### src/fsp_consts.svh
`ifndef FSP_CONSTS_SVH
`define FSP_CONSTS_SVH
// Register byte offsets on the AXI4-Lite bus
`define FSP_A_MRW        5'h00
`define FSP_A_MRR_SEL    5'h04
`define FSP_A_MRR_DATA   5'h08
`define FSP_A_STATUS     5'h0C
`define FSP_A_ACTIVE     5'h10
// Mode register addresses
`define FSP_MA_MR1       6'h01
`define FSP_MA_MR2       6'h02
`define FSP_MA_MR3       6'h03
`define FSP_MA_MR11      6'h0B
`define FSP_MA_MODE_REGISTER_TWELVE      6'h0C
`define FSP_MA_MODE_REGISTER_THIRTEEN      6'h0D
`define FSP_MA_MR14      6'h0E
`define FSP_MA_MR21      6'h15
`define FSP_MA_MR22      6'h16
`define FSP_MA_MR51      6'h33
`define FSP_NDUP         9
// Field positions
`define FSP_MODE_REGISTER_THIRTEEN_ACC     6
`define FSP_MODE_REGISTER_THIRTEEN_OP      7
`define FSP_MODE_REGISTER_THIRTEEN_VREF_CURRENT_MODE    3
`define FSP_MR2_WL       7
`define FSP_MODE_REGISTER_TWELVE_RANGE   6
// Reset values: unterminated, low-frequency settings in both copies
`define FSP_DUP_RST      8'h00
`define FSP_VREF_RST     8'h4D
`define FSP_MODE_REGISTER_THIRTEEN_RST     8'h00
// Timing
`define FSP_CLK_NS       10
`define FSP_TFC_SHORT_NS 200
`define FSP_TFC_MID_NS   200
`define FSP_TFC_LONG_NS  250
`define FSP_TFC_SHORT_CYC (`FSP_TFC_SHORT_NS / `FSP_CLK_NS)
`define FSP_TFC_MID_CYC   (`FSP_TFC_MID_NS / `FSP_CLK_NS)
`define FSP_TFC_LONG_CYC  (`FSP_TFC_LONG_NS / `FSP_CLK_NS)
// AXI responses
`define FSP_RESP_OKAY    2'h0
`define FSP_RESP_SLVERR  2'h2
`endif

### src/fsp_pkg.sv
package fsp_pkg;
`include "fsp_consts.svh"
   typedef logic [7:0] fsp_byte_t;
   typedef logic [5:0] fsp_ma_t;
   typedef logic [3:0] fsp_idx_t;
   typedef logic [4:0] fsp_addr_t;
   typedef logic [4:0] fsp_tmr_t;
   typedef enum logic [1:0] {FSP_TFC_SHORT, FSP_TFC_MIDDLE, FSP_TFC_LONG} fsp_tfc_e;

   function automatic logic fsp_dup_hit(input fsp_ma_t ma);
      return ma == `FSP_MA_MR1 || ma == `FSP_MA_MR2 || ma == `FSP_MA_MR3 ||
             ma == `FSP_MA_MR11 || ma == `FSP_MA_MODE_REGISTER_TWELVE || ma == `FSP_MA_MR14 ||
             ma == `FSP_MA_MR21 || ma == `FSP_MA_MR22 || ma == `FSP_MA_MR51;
   endfunction : fsp_dup_hit

   function automatic fsp_idx_t fsp_dup_idx(input fsp_ma_t ma);
      case (ma)
         `FSP_MA_MR2:  return 4'h1;
         `FSP_MA_MR3:  return 4'h2;
         `FSP_MA_MR11: return 4'h3;
         `FSP_MA_MODE_REGISTER_TWELVE: return 4'h4;
         `FSP_MA_MR14: return 4'h5;
         `FSP_MA_MR21: return 4'h6;
         `FSP_MA_MR22: return 4'h7;
         `FSP_MA_MR51: return 4'h8;
         default:      return 4'h0;
      endcase
   endfunction : fsp_dup_idx

   // Range change wins over any step count
   function automatic fsp_tfc_e fsp_tfc_class(input fsp_byte_t a, input fsp_byte_t b);
      logic [5:0] d;
      d = (a[5:0] > b[5:0]) ? a[5:0] - b[5:0] : b[5:0] - a[5:0];
      if (a[`FSP_MODE_REGISTER_TWELVE_RANGE] != b[`FSP_MODE_REGISTER_TWELVE_RANGE]) return FSP_TFC_LONG;
      if (d > 6'h01) return FSP_TFC_MIDDLE;
      return FSP_TFC_SHORT;
   endfunction : fsp_tfc_class

   function automatic fsp_tmr_t fsp_tfc_cycles(input fsp_tfc_e c);
      case (c)
         FSP_TFC_LONG:   return 5'(`FSP_TFC_LONG_CYC);
         FSP_TFC_MIDDLE: return 5'(`FSP_TFC_MID_CYC);
         default:        return 5'(`FSP_TFC_SHORT_CYC);
      endcase
   endfunction : fsp_tfc_cycles
endpackage : fsp_pkg

### src/fsp_wl_if.sv
`timescale 1ns/100ps
interface fsp_wl_if;
   logic       en;
   logic [1:0] fb;
   logic [1:0] fb_vld;
   logic [1:0] cap;
   modport top (output en, input fb, input fb_vld, input cap);
   modport capture (input en, output fb, output fb_vld, output cap);
endinterface : fsp_wl_if

### src/fsp_top.sv
`timescale 1ns/100ps
`include "fsp_consts.svh"
// Function
// - Access-select bit routes mode-register writes and reads to copy 0 or 1.
// - Operating-select bit chooses which copy governs device operation.
// - Access and operating selects are independent; writing idle copy keeps operation.
// - Switch completes within 200 ns, or 250 ns on a range change.
// - After reset operation uses copy 0; both copies hold low-frequency defaults.
// - Write leveling entered by writing leveling bit one, left by zero.
// - On leveling entry data outputs are undefined until feedback exists.
// - Rising strobe samples clock; level drives the byte of that strobe.
// - Each strobe is leveled independently; one channel here.
// - Every rising strobe edge overwrites the captured level on all bits of its byte.
// - Feedback appears within the leveling output delay after the strobe edge.
// - A switch applies all parameters of the new copy together.
module fsp_top
   import fsp_pkg::*;
(
   // Clock and reset
   input  wire logic              REF_CLK,
   input  wire logic              RST_B,
   // AXI4-Lite write address
   input  wire fsp_pkg::fsp_addr_t S_AXI_AWADDR,
   input  wire logic              S_AXI_AWVALID,
   output wire logic              S_AXI_AWREADY,
   // AXI4-Lite write data
   input  wire logic [31:0]       S_AXI_WDATA,
   input  wire logic [3:0]        S_AXI_WSTRB,
   input  wire logic              S_AXI_WVALID,
   output wire logic              S_AXI_WREADY,
   // AXI4-Lite write response
   output wire logic [1:0]        S_AXI_BRESP,
   output wire logic              S_AXI_BVALID,
   input  wire logic              S_AXI_BREADY,
   // AXI4-Lite read
   input  wire fsp_pkg::fsp_addr_t S_AXI_ARADDR,
   input  wire logic              S_AXI_ARVALID,
   output wire logic              S_AXI_ARREADY,
   output wire logic [31:0]       S_AXI_RDATA,
   output wire logic [1:0]        S_AXI_RRESP,
   output wire logic              S_AXI_RVALID,
   input  wire logic              S_AXI_RREADY,
   // Link pins
   input  wire logic              CK_T,
   input  wire logic [1:0]        DQS_T,
   output wire logic [15:0]       DQ_O,
   output wire logic [15:0]       DQ_OE,
   // Status
   output wire logic              SET_POINT_OPERATING,
   output wire logic              SET_POINT_SWITCHING,
   output wire logic              VREF_CURRENT_MODE,
   output wire logic              WL_ACTIVE
);
   import fsp_pkg::*;

   fsp_byte_t  dup_q [2][`FSP_NDUP];
   fsp_byte_t  mode_register_thirteen_q;
   logic       wl_q;
   logic       act_sel_q;
   fsp_tmr_t   tmr_q;
   logic       aw_have_q;
   logic       w_have_q;
   fsp_addr_t  awaddr_q;
   logic [31:0] wdata_q;
   logic [3:0] wstrb_q;
   logic       bvalid_q;
   logic [1:0] bresp_q;
   logic       rvalid_q;
   logic [31:0] rdata_q;
   logic [1:0] rresp_q;
   logic [13:0] mrw_q;
   fsp_ma_t    mrr_sel_q;

   fsp_wl_if wl ();

   // Bus decode
   wire        aw_hs    = S_AXI_AWVALID & S_AXI_AWREADY;
   wire        w_hs     = S_AXI_WVALID & S_AXI_WREADY;
   wire        ar_hs    = S_AXI_ARVALID & S_AXI_ARREADY;
   wire        wr_go    = aw_have_q & w_have_q & ~bvalid_q;
   wire        wr_mrw   = awaddr_q[4:2] == `FSP_A_MRW >> 2;
   wire        wr_sel   = awaddr_q[4:2] == `FSP_A_MRR_SEL >> 2;
   wire        wr_ok    = wr_mrw | wr_sel;
   wire        mrw_go   = wr_go & wr_mrw & wstrb_q[0];
   wire        sel_go   = wr_go & wr_sel & wstrb_q[0];
   wire [2:0]  ar_word  = S_AXI_ARADDR[4:2];
   wire        rd_ok    = ar_word <= `FSP_A_ACTIVE >> 2;

   // Mode-register command decode
   wire [5:0]  cmd_ma   = wstrb_q[1] ? wdata_q[13:8] : mrw_q[13:8];
   wire fsp_byte_t cmd_op = wdata_q[7:0];
   wire        cmd_dup  = fsp_dup_hit(cmd_ma);
   wire fsp_idx_t cmd_idx = fsp_dup_idx(cmd_ma);
   wire        acc_sel  = mode_register_thirteen_q[`FSP_MODE_REGISTER_THIRTEEN_ACC];
   wire        op_req   = mode_register_thirteen_q[`FSP_MODE_REGISTER_THIRTEEN_OP];
   wire        busy     = tmr_q != 5'h00;
   wire        mode_register_thirteen_go  = mrw_go & cmd_ma == `FSP_MA_MODE_REGISTER_THIRTEEN;
   wire        op_flip  = mode_register_thirteen_go & (cmd_op[`FSP_MODE_REGISTER_THIRTEEN_OP] != op_req);
   wire fsp_idx_t idx12 = fsp_dup_idx(`FSP_MA_MODE_REGISTER_TWELVE);
   wire fsp_idx_t idx2  = fsp_dup_idx(`FSP_MA_MR2);

   // Class is judged from both command reference copies at the switch write
   wire fsp_tfc_e tfc_cls = fsp_tfc_class(dup_q[0][idx12], dup_q[1][idx12]);
   wire fsp_tmr_t tfc_len = fsp_tfc_cycles(tfc_cls);

   // Readback paths
   wire        rd_dup   = fsp_dup_hit(mrr_sel_q);
   wire fsp_idx_t rd_idx = fsp_dup_idx(mrr_sel_q);
   wire fsp_byte_t rd_dupv = dup_q[acc_sel][rd_idx];
   wire        rd_is2   = mrr_sel_q == `FSP_MA_MR2;
   wire        rd_is13  = mrr_sel_q == `FSP_MA_MODE_REGISTER_THIRTEEN;
   wire fsp_byte_t mrr_data = rd_dup ? (rd_is2 ? {wl_q, rd_dupv[6:0]} : rd_dupv) :
                              rd_is13 ? mode_register_thirteen_q : 8'h00;
   wire fsp_byte_t act_mode_register_twelve = dup_q[act_sel_q][idx12];
   wire fsp_byte_t act_mr2  = dup_q[act_sel_q][idx2];
   wire [31:0] status_w = {25'h0, wl.fb_vld, wl_q, mode_register_thirteen_q[`FSP_MODE_REGISTER_THIRTEEN_VREF_CURRENT_MODE], busy, op_req, act_sel_q};
   wire [31:0] active_w = {16'h0, act_mr2, act_mode_register_twelve};
   wire [31:0] rd_mux   = ar_word == 3'h0 ? {18'h0, mrw_q} :
                          ar_word == 3'h1 ? {26'h0, mrr_sel_q} :
                          ar_word == 3'h2 ? {24'h0, mrr_data} :
                          ar_word == 3'h3 ? status_w :
                          ar_word == 3'h4 ? active_w : 32'h0;

   assign S_AXI_AWREADY = ~aw_have_q & ~bvalid_q;
   assign S_AXI_WREADY  = ~w_have_q & ~bvalid_q;
   assign S_AXI_BVALID  = bvalid_q;
   assign S_AXI_BRESP   = bresp_q;
   assign S_AXI_ARREADY = ~rvalid_q;
   assign S_AXI_RVALID  = rvalid_q;
   assign S_AXI_RDATA   = rdata_q;
   assign S_AXI_RRESP   = rresp_q;

   // Write channel: address and data may arrive in either order
   always_ff @(posedge REF_CLK or negedge RST_B) begin
      if (!RST_B) begin
         aw_have_q <= 1'b0;
         w_have_q  <= 1'b0;
         awaddr_q  <= 5'h00;
         wdata_q   <= 32'h0;
         wstrb_q   <= 4'h0;
      end else begin
         if (aw_hs) begin
            aw_have_q <= 1'b1;
            awaddr_q  <= S_AXI_AWADDR;
         end else if (wr_go) begin
            aw_have_q <= 1'b0;
         end
         if (w_hs) begin
            w_have_q <= 1'b1;
            wdata_q  <= S_AXI_WDATA;
            wstrb_q  <= S_AXI_WSTRB;
         end else if (wr_go) begin
            w_have_q <= 1'b0;
         end
      end
   end

   always_ff @(posedge REF_CLK or negedge RST_B) begin
      if (!RST_B) begin
         bvalid_q <= 1'b0;
         bresp_q  <= `FSP_RESP_OKAY;
      end else if (wr_go) begin
         bvalid_q <= 1'b1;
         bresp_q  <= wr_ok ? `FSP_RESP_OKAY : `FSP_RESP_SLVERR;
      end else if (S_AXI_BREADY) begin
         bvalid_q <= 1'b0;
      end
   end

   // Read data is registered one cycle after the address is taken
   always_ff @(posedge REF_CLK or negedge RST_B) begin
      if (!RST_B) begin
         rvalid_q <= 1'b0;
         rdata_q  <= 32'h0;
         rresp_q  <= `FSP_RESP_OKAY;
      end else if (ar_hs) begin
         rvalid_q <= 1'b1;
         rdata_q  <= rd_ok ? rd_mux : 32'h0;
         rresp_q  <= rd_ok ? `FSP_RESP_OKAY : `FSP_RESP_SLVERR;
      end else if (S_AXI_RREADY) begin
         rvalid_q <= 1'b0;
      end
   end

   // Command register mirrors the last command; the read selector is separate
   always_ff @(posedge REF_CLK or negedge RST_B) begin
      if (!RST_B) begin
         mrw_q     <= 14'h0;
         mrr_sel_q <= 6'h00;
      end else begin
         if (mrw_go) begin
            mrw_q <= {cmd_ma, cmd_op};
         end
         if (sel_go) begin
            mrr_sel_q <= wdata_q[5:0];
         end
      end
   end

   // Duplicated copies: a write lands only in the access-selected copy
   always_ff @(posedge REF_CLK or negedge RST_B) begin
      if (!RST_B) begin
         for (int c = 0; c < 2; c++) begin
            for (int i = 0; i < `FSP_NDUP; i++) begin
               dup_q[c][i] <= `FSP_DUP_RST;
            end
            dup_q[c][4] <= `FSP_VREF_RST;
            dup_q[c][5] <= `FSP_VREF_RST;
         end
      end else if (mrw_go && cmd_dup) begin
         dup_q[acc_sel][cmd_idx] <= cmd_op & (cmd_ma == `FSP_MA_MR2 ? 8'h7F : 8'hFF);
      end
   end

   // Leveling bit is a single register outside the copies
   always_ff @(posedge REF_CLK or negedge RST_B) begin
      if (!RST_B) begin
         wl_q <= 1'b0;
      end else if (mrw_go && cmd_ma == `FSP_MA_MR2) begin
         wl_q <= cmd_op[`FSP_MR2_WL];
      end
   end

   always_ff @(posedge REF_CLK or negedge RST_B) begin
      if (!RST_B) begin
         mode_register_thirteen_q <= `FSP_MODE_REGISTER_THIRTEEN_RST;
      end else if (mode_register_thirteen_go) begin
         mode_register_thirteen_q <= cmd_op;
      end
   end

   // Switch timer: the operating copy changes in one step at expiry, so no
   // parameter of the new copy can be seen ahead of the others; a reversal
   // while busy restarts the count toward the newly requested copy
   always_ff @(posedge REF_CLK or negedge RST_B) begin
      if (!RST_B) begin
         tmr_q     <= 5'h00;
         act_sel_q <= 1'b0;
      end else if (op_flip) begin
         tmr_q <= tfc_len;
      end else if (busy) begin
         tmr_q <= tmr_q - 5'h01;
         if (tmr_q == 5'h01) begin
            act_sel_q <= op_req;
         end
      end
   end

   // Cycles since the latest switch request, saturating; the switch-time
   // checks below span more cycles than a repetition may count
   fsp_tmr_t   sw_age_q;

   always_ff @(posedge REF_CLK or negedge RST_B) begin
      if (!RST_B) begin
         sw_age_q <= 5'h00;
      end else if (op_flip) begin
         sw_age_q <= 5'h00;
      end else if (sw_age_q != 5'h1F) begin
         sw_age_q <= sw_age_q + 5'h01;
      end
   end

   fsp_wl_capture u_cap (
      .clk     (REF_CLK),
      .rst_b   (RST_B),
      .ck_pin  (CK_T),
      .dqs_pin (DQS_T),
      .wl      (wl.capture)
   );

   assign wl.en = wl_q;

   // Feedback fans out to all bits of each byte; value before the first
   // capture is zero, which the controller must treat as meaningless
   assign DQ_O  = {{8{wl.fb[1]}}, {8{wl.fb[0]}}};
   assign DQ_OE = {16{wl_q}};
   assign SET_POINT_OPERATING = act_sel_q;
   assign SET_POINT_SWITCHING = busy;
   assign VREF_CURRENT_MODE   = mode_register_thirteen_q[`FSP_MODE_REGISTER_THIRTEEN_VREF_CURRENT_MODE];
   assign WL_ACTIVE           = wl_q;

   localparam int TFC_MAX = `FSP_TFC_LONG_CYC;
   localparam int TFC_MIN = `FSP_TFC_SHORT_CYC;
endmodule : fsp_top

### src/fsp_wl_capture.sv
`timescale 1ns/100ps
module fsp_wl_capture (
   // Clock and reset
   input  wire logic       clk,
   input  wire logic       rst_b,
   // Pins from the controller
   input  wire logic       ck_pin,
   input  wire logic [1:0] dqs_pin,
   // Leveling link to the top
   fsp_wl_if.capture       wl
);
   logic       ck_s1_q;
   logic       ck_s2_q;
   logic [1:0] dqs_s1_q;
   logic [1:0] dqs_s2_q;
   logic [1:0] dqs_s3_q;
   logic [1:0] fb_q;
   logic [1:0] vld_q;
   wire  [1:0] rise;

   // Clock and strobes share the same synchroniser depth, so their
   // relative phase survives the crossing to within one sample
   always_ff @(posedge clk or negedge rst_b) begin
      if (!rst_b) begin
         ck_s1_q  <= 1'b0;
         ck_s2_q  <= 1'b0;
         dqs_s1_q <= 2'h0;
         dqs_s2_q <= 2'h0;
         dqs_s3_q <= 2'h0;
      end else begin
         ck_s1_q  <= ck_pin;
         ck_s2_q  <= ck_s1_q;
         dqs_s1_q <= dqs_pin;
         dqs_s2_q <= dqs_s1_q;
         dqs_s3_q <= dqs_s2_q;
      end
   end

   assign rise = dqs_s2_q & ~dqs_s3_q & {2{wl.en}};

   // Each strobe captures into its own byte; a newer edge overwrites
   always_ff @(posedge clk or negedge rst_b) begin
      if (!rst_b) begin
         fb_q  <= 2'h0;
         vld_q <= 2'h0;
      end else if (!wl.en) begin
         fb_q  <= 2'h0;
         vld_q <= 2'h0;
      end else begin
         for (int i = 0; i < 2; i++) begin
            if (rise[i]) begin
               fb_q[i]  <= ck_s2_q;
               vld_q[i] <= 1'b1;
            end
         end
      end
   end

   assign wl.fb     = fb_q;
   assign wl.fb_vld = vld_q;
   assign wl.cap    = rise;
endmodule : fsp_wl_capture

### config.mk
export PLATFORM = sky130hd
export DESIGN_NAME = fsp_top
export DESIGN_NICKNAME = d
export VERILOG_FILES = /design/src/fsp_pkg.sv /design/src/fsp_wl_if.sv /design/src/fsp_top.sv /design/src/fsp_wl_capture.sv
export VERILOG_INCLUDE_DIRS = /design/src /design/src/src
export SDC_FILE = /design/constraint.sdc
export NUM_CORES = 1
export LEC_CHECK = 0
export ABC_AREA = 1
export BUFFER_PORTS_ARGS = -buffer_cell sky130_fd_sc_hd__buf_4
export CAP_MARGIN = 20
export CORE_MARGIN = 4
export CORE_UTILIZATION = 59
export DETAILED_ROUTE_END_ITERATION = 10
export GPL_TIMING_DRIVEN = 0
export PLACE_DENSITY = 0.88
export SKIP_CTS_REPAIR_TIMING = 1
export SLEW_MARGIN = 10
export SYNTH_ARGS = -nofsm -noshare
export SYNTH_HDL_FRONTEND = slang
export SYNTH_SLANG_ARGS = --single-unit
### constraint.sdc
create_clock -name REF_CLK -period 2.8 [get_ports REF_CLK]
set_input_delay 0.56 -clock REF_CLK [delete_from_list [all_inputs] [get_ports REF_CLK]]
set_output_delay 0.56 -clock REF_CLK [all_outputs]
set_load 0.005 [all_outputs]
==> summary by stage <==
Outcome
The flow ran to the end, and the final reports show no timing, DRC or antenna violations.

Finish
The share of final-layout standard cells stronger than drive strength 1 is 0.181. The area of combinational cells with multiple inputs is 0.00490 mm². The area of all sequential standard cells is 0.00583 mm². The filler cells instantiated in the layout total 1444.

The relative area change from synthesis to final layout is 19.0%. The repair_antennas step left the layout with diodes totalling 0. At the end of the flow, the number of nets in the layout was 1670.

Critical path
The worst flop-to-flop path endpoint is S_AXI_RDATA[2]. The worst path required time is 3.21 ns. STA classifies the critical path startpoint as a flop. The type of destination of the critical path is a flop.

The worst-case register-to-register setup slack is 0.05 ns. The number of buffer and inverter instances along the worst setup path is 3. In this design, the critical path's most frequently occurring cell is sky130_fd_sc_hd__nand2_1. The data arrival time of the critical path is 3.15 ns.

The dominant delay contributor by cell family on the critical path is simple AND/OR/NAND/NOR gates. The worst register-to-register path has a depth of 17. The signal on the critical path passes through inv_1, nor2_1, nand3_2, nand3_1, clkbuf_4, clkbuf_4, o21ai_0, nand3_1, nand3_1, nand3_1, nand2_1, nand2_1, nand2_1, nand2_1, nand2_1, nand2_1, nand2_1.

The critical path class is flop to flop. The slowest cell on the critical path is sky130_fd_sc_hd__dfrtp_1. The highest cell delay on the worst timing path is 0.41 ns.

In this run the worst path has a maximum fanout of 10. The startpoint of the worst-slack reg-to-reg timing path is mrr_sel_q[1].

Clocking
The buffer depth of the longest clock path is 3. Counting every sink on the clock net gives 232. TritonCTS built the clock tree. After clock tree synthesis, the clock-pin slew on the worst setup and hold paths is 0.06 ns. Counting the buffers created by CTS gives 25. The number of H-tree branching levels is 1.

Clock latency on the worst-skew pair, taken at its later pin, is 0.53 ns. The cell chosen for the clock root is sky130_fd_sc_hd__clkbuf_16.

Place
Input and output buffers added on the ports amount to 90. The HPWL after detailed placement is 25100 µm. The worst setup slack after placement is -0.262 ns.

At the end of routability-driven placement, the weighted congestion stood at 1.02.

Synth
The synthesized design contains 0 enable-type register cells. Of the total synthesized cell area, the portion taken by AND, OR, NAND and NOR gates is 0.239. The number of library cell types mapped by synthesis is 43. The fraction of the mapped netlist area in compound gates was 0.130. The portion of synthesized area spent on multiplexers is 0.0293. After synthesis the netlist holds a flip-flop and latch count of 232. Averaged over all synthesized cells, the footprint is 7.91 µm². Of the post-synthesis cell area, the dominant cell type holds 0.464. The cell count after synthesis is 1473.

The main combinational cell family by area after synthesis is simple AND/OR/NAND/NOR gates. sky130_fd_sc_hd__dfrtp_1 takes more of the synthesized area than any other cell. The synthesized-area fraction occupied by xor and xnor cells is 0.00301.

The post-synthesis share of cell area spent on full adders, half adders and majority gates is 0.00215. For this run, asynchronously set or reset flops after synthesis account for 1.00. The most used flip-flop cell after synthesis is sky130_fd_sc_hd__dfrtp_1. The post-synthesis sequential area ratio is 0.500. The post-synthesis instance area is 0.0117 mm². Ranked by total cell area, the synthesized netlist is headed by sky130_fd_sc_hd__dfrtp_1 (46%), sky130_fd_sc_hd__nand2_1 (13%), sky130_fd_sc_hd__o21ai_0 (6.9%).

The count of synthesis-stage warnings from yosys is 0.

Power
Of the total power, registers draw 0.358. The leakage power is 6.98 nW. The total power is 0.0116 W. The share of total power dissipated in combinational logic is 0.349. For this design the total switching power over the nets is 0.00458 W. The power share of the clock group is 0.292. In this run the power density over the cells is 837 mW/mm². The cell-internal power is 0.00703 W.

The switching part of the total is 0.394. The worst IR drop on VDD is 0.588 mV.

Worst hold path
The worst hold path begins at DQS_T[0]. The sink of the worst hold path is u_cap.dqs_s1_q[0]. In this run the worst hold path is classified as primary input to flop.

The number of cells traversed by the worst hold path is 1.

GRT
In the global route stage, overall resource usage came out at 0.326. The via count of the first global-routing pass is 10360. The busiest metal layer after global routing is met2. The met3 routing resource usage after global routing is 0.0640. The global-route track usage on met1 is 0.428.

The first global-routing pass estimated 55900 µm of wire. For met2 alone, demand over resource in global routing was 0.520. After global routing the overflow that remains totals 0. Entering global routing, the biggest net connects 115 pins. The number of antenna violations at the first check in global routing is 0.

Route
The first detailed-routing pass ran for 6 iterations. The total via count after detailed routing is 11057. The residual antenna-violating net count after detailed routing is 0.

After detailed routing, the number of vias per cell comes to 5.83. The overall routed net length is 37700 µm. The iteration-0 DRC count of the detailed router is 1389. The DRC violation count after routing is 0. The routed wirelength normalized by instance count is 19.9 µm.

STA
The highest achievable clock rate is 364 MHz. The max-slew violation total from the final report is 0. Across all hold checks on the routed design, the worst slack comes to 0.141 ns. The worst clock skew is 0.0172 ns. Setup violations remaining at the end of the flow were counted as 0. For the final routed database, the setup TNS stands at 0 ns. The number of hold violations in the final report is 0.

At the pin with the least slew margin, the transition time is 1.08 ns. The worst setup margin is 0.0516 ns. The remaining max-slew budget at the tightest pin is 0.278. The clock period could shrink to 2.75 ns. The final clock period utilization by the worst path is 0.982.

Floorplan
In this run the standard cell core region covers 0.0195 mm². The floorplan has 51 rows. The initial utilization of the core area, before any placement, comes to 0.599. The x dimension of the die is 149 µm. The number of ports placed on the die boundary is 133. The die covers 0.0221 mm². The die span in y is 149 µm.

Flow run
The tool flagged a number of max-cap violations equal to 0.
[logic make-up (layout without fill, tap and decap cells)]
family | count (synthesis) | in the layout
XOR/XNOR | 4 | 4
multiplexers | 33 | 33
adder cells (fa/ha/maj) | 2 | 2
other | 1 | 18
AO/OA/AOI/OAI | 289 | 289
flip-flops | 232 | 232
AND/OR/NAND/NOR | 672 | 672
buffers and inverters | 240 | 381
[cell usage after synthesis, types with 3 or more instances]
cell,number
sky130_fd_sc_hd__nand3_1,64
sky130_fd_sc_hd__dfrtp_1,216
sky130_fd_sc_hd__inv_2,6
sky130_fd_sc_hd__a21oi_1,28
sky130_fd_sc_hd__o31ai_1,3
sky130_fd_sc_hd__nand2_4,8
sky130_fd_sc_hd__dfstp_2,16
sky130_fd_sc_hd__nand3_2,4
sky130_fd_sc_hd__o22ai_1,5
sky130_fd_sc_hd__buf_1,6
sky130_fd_sc_hd__clkbuf_1,55
sky130_fd_sc_hd__nor3_1,6
sky130_fd_sc_hd__mux2_2,9
sky130_fd_sc_hd__o21ai_2,3
sky130_fd_sc_hd__nor2_2,5
sky130_fd_sc_hd__nand4_1,16
sky130_fd_sc_hd__o21ai_0,160
sky130_fd_sc_hd__mux2i_1,24
sky130_fd_sc_hd__o21ai_1,79
sky130_fd_sc_hd__nor2_1,143
sky130_fd_sc_hd__nand2_2,3
sky130_fd_sc_hd__buf_2,9
sky130_fd_sc_hd__inv_1,111
sky130_fd_sc_hd__nand2_1,417
sky130_fd_sc_hd__o211ai_1,4
sky130_fd_sc_hd__buf_4,49
[worst max path at each step]
| stage | startpoint | endpoint | slack (ns) | depth (start not counted) |
|---|---|---|---|---|
| finish | mrr_sel_q[1] | S_AXI_RDATA[2] | 0.05 | 17 |
| global placement | RST_B | dup_q[53] | -0.50 | 1 |
| detailed placement | mode_register_thirteen_q[6] | dup_q[14] | -0.26 | 8 |
| CTS | S_AXI_BVALID | tmr_q[0] | -0.47 | 8 |
| floorplan | wstrb_q[1] | dup_q[142] | 0.51 | 13 |
| global route | mrr_sel_q[1] | S_AXI_RDATA[2] | -0.05 | 17 |
[layout make-up]
type                       instances  share of cell area
timing repair buffer              97              0.0570
multi-input combinational       1018               0.354
sequential                       232               0.420
clock buffer                      36              0.0532
clock inverter                    10             0.00812
tap                              265              0.0239
inverter                         118              0.0320
buffer                           120              0.0519
[flip-flops by register name, indices dropped and copies added (netlist names), 2 cells and up]
signal	flops
mode_register_thirteen_q	8
mrw_q	14
awaddr_q	3
u_cap.dqs_s1_q	2
u_cap.wl.fb	2
S_AXI_RDATA	16
wstrb_q	2
dup_q	144
wdata_q	14
u_cap.dqs_s2_q	2
mrr_sel_q	6
u_cap.dqs_s3_q	2
tmr_q	5
u_cap.wl.fb_vld	2
[layer usage]
layer  vias up  share of wire
met5         -              0
met2       740           0.46
li1       4981              -
met4         0          0.061
met3       148           0.11
met1      5188           0.37
[worst register-to-register path, cell delays in order, from the launching register on]
cell and delay [ns]:
sky130_fd_sc_hd__dfrtp_1 0.41, sky130_fd_sc_hd__inv_1 0.09, sky130_fd_sc_hd__nor2_1 0.21, sky130_fd_sc_hd__nand3_2 0.23, sky130_fd_sc_hd__nand3_1 0.16, sky130_fd_sc_hd__clkbuf_4 0.24
sky130_fd_sc_hd__clkbuf_4 0.24, sky130_fd_sc_hd__o21ai_0 0.12, sky130_fd_sc_hd__nand3_1 0.09, sky130_fd_sc_hd__nand3_1 0.13, sky130_fd_sc_hd__nand3_1 0.16, sky130_fd_sc_hd__nand2_1 0.12
sky130_fd_sc_hd__nand2_1 0.07, sky130_fd_sc_hd__nand2_1 0.05, sky130_fd_sc_hd__nand2_1 0.05, sky130_fd_sc_hd__nand2_1 0.06, sky130_fd_sc_hd__nand2_1 0.12, sky130_fd_sc_hd__nand2_1 0.08
[per-stage QoR]
step | instance area, µm² | util | cells
2_1_floorplan | 11700 | - | 1490
3_3_place_gp | 12700 | 0.654 | 1845
3_5_place_dp | 12800 | 0.657 | 1847
4_1_cts | 13600 | 0.701 | 1893
5_1_grt | 13900 | 0.712 | 1896
6_report | 13900 | 0.712 | 1896
[cell usage in the layout, fill, tap and decap left out, types with 16 or more instances in the layout]
cell | synthesis | final
sky130_fd_sc_hd__a21oi_1 | 28 | 28
sky130_fd_sc_hd__buf_4 | 49 | 140
sky130_fd_sc_hd__clkbuf_1 | 55 | 41
sky130_fd_sc_hd__clkbuf_16 | 0 | 25
sky130_fd_sc_hd__clkbuf_2 | 0 | 17
sky130_fd_sc_hd__conb_1 | 1 | 18
sky130_fd_sc_hd__dfrtp_1 | 216 | 216
sky130_fd_sc_hd__dfstp_2 | 16 | 16
sky130_fd_sc_hd__inv_1 | 111 | 111
sky130_fd_sc_hd__mux2i_1 | 24 | 24
sky130_fd_sc_hd__nand2_1 | 417 | 412
sky130_fd_sc_hd__nand3_1 | 64 | 60
sky130_fd_sc_hd__nand4_1 | 16 | 16
sky130_fd_sc_hd__nor2_1 | 143 | 137
sky130_fd_sc_hd__o21ai_0 | 160 | 158
sky130_fd_sc_hd__o21ai_1 | 79 | 80
[power by group through the flow]
stage	Sequential (W)	Clock, W	Combinational (W)
floorplan	0.00406	0	0.00219
global placement	0.00414	0	0.00352
detailed placement	0.00417	0	0.00364
CTS	0.00413	0.00339	0.00370
global route	0.00420	0.00355	0.00430
finish	0.00416	0.00339	0.00406
Note: power is estimated with default switching activity, not from simulation.
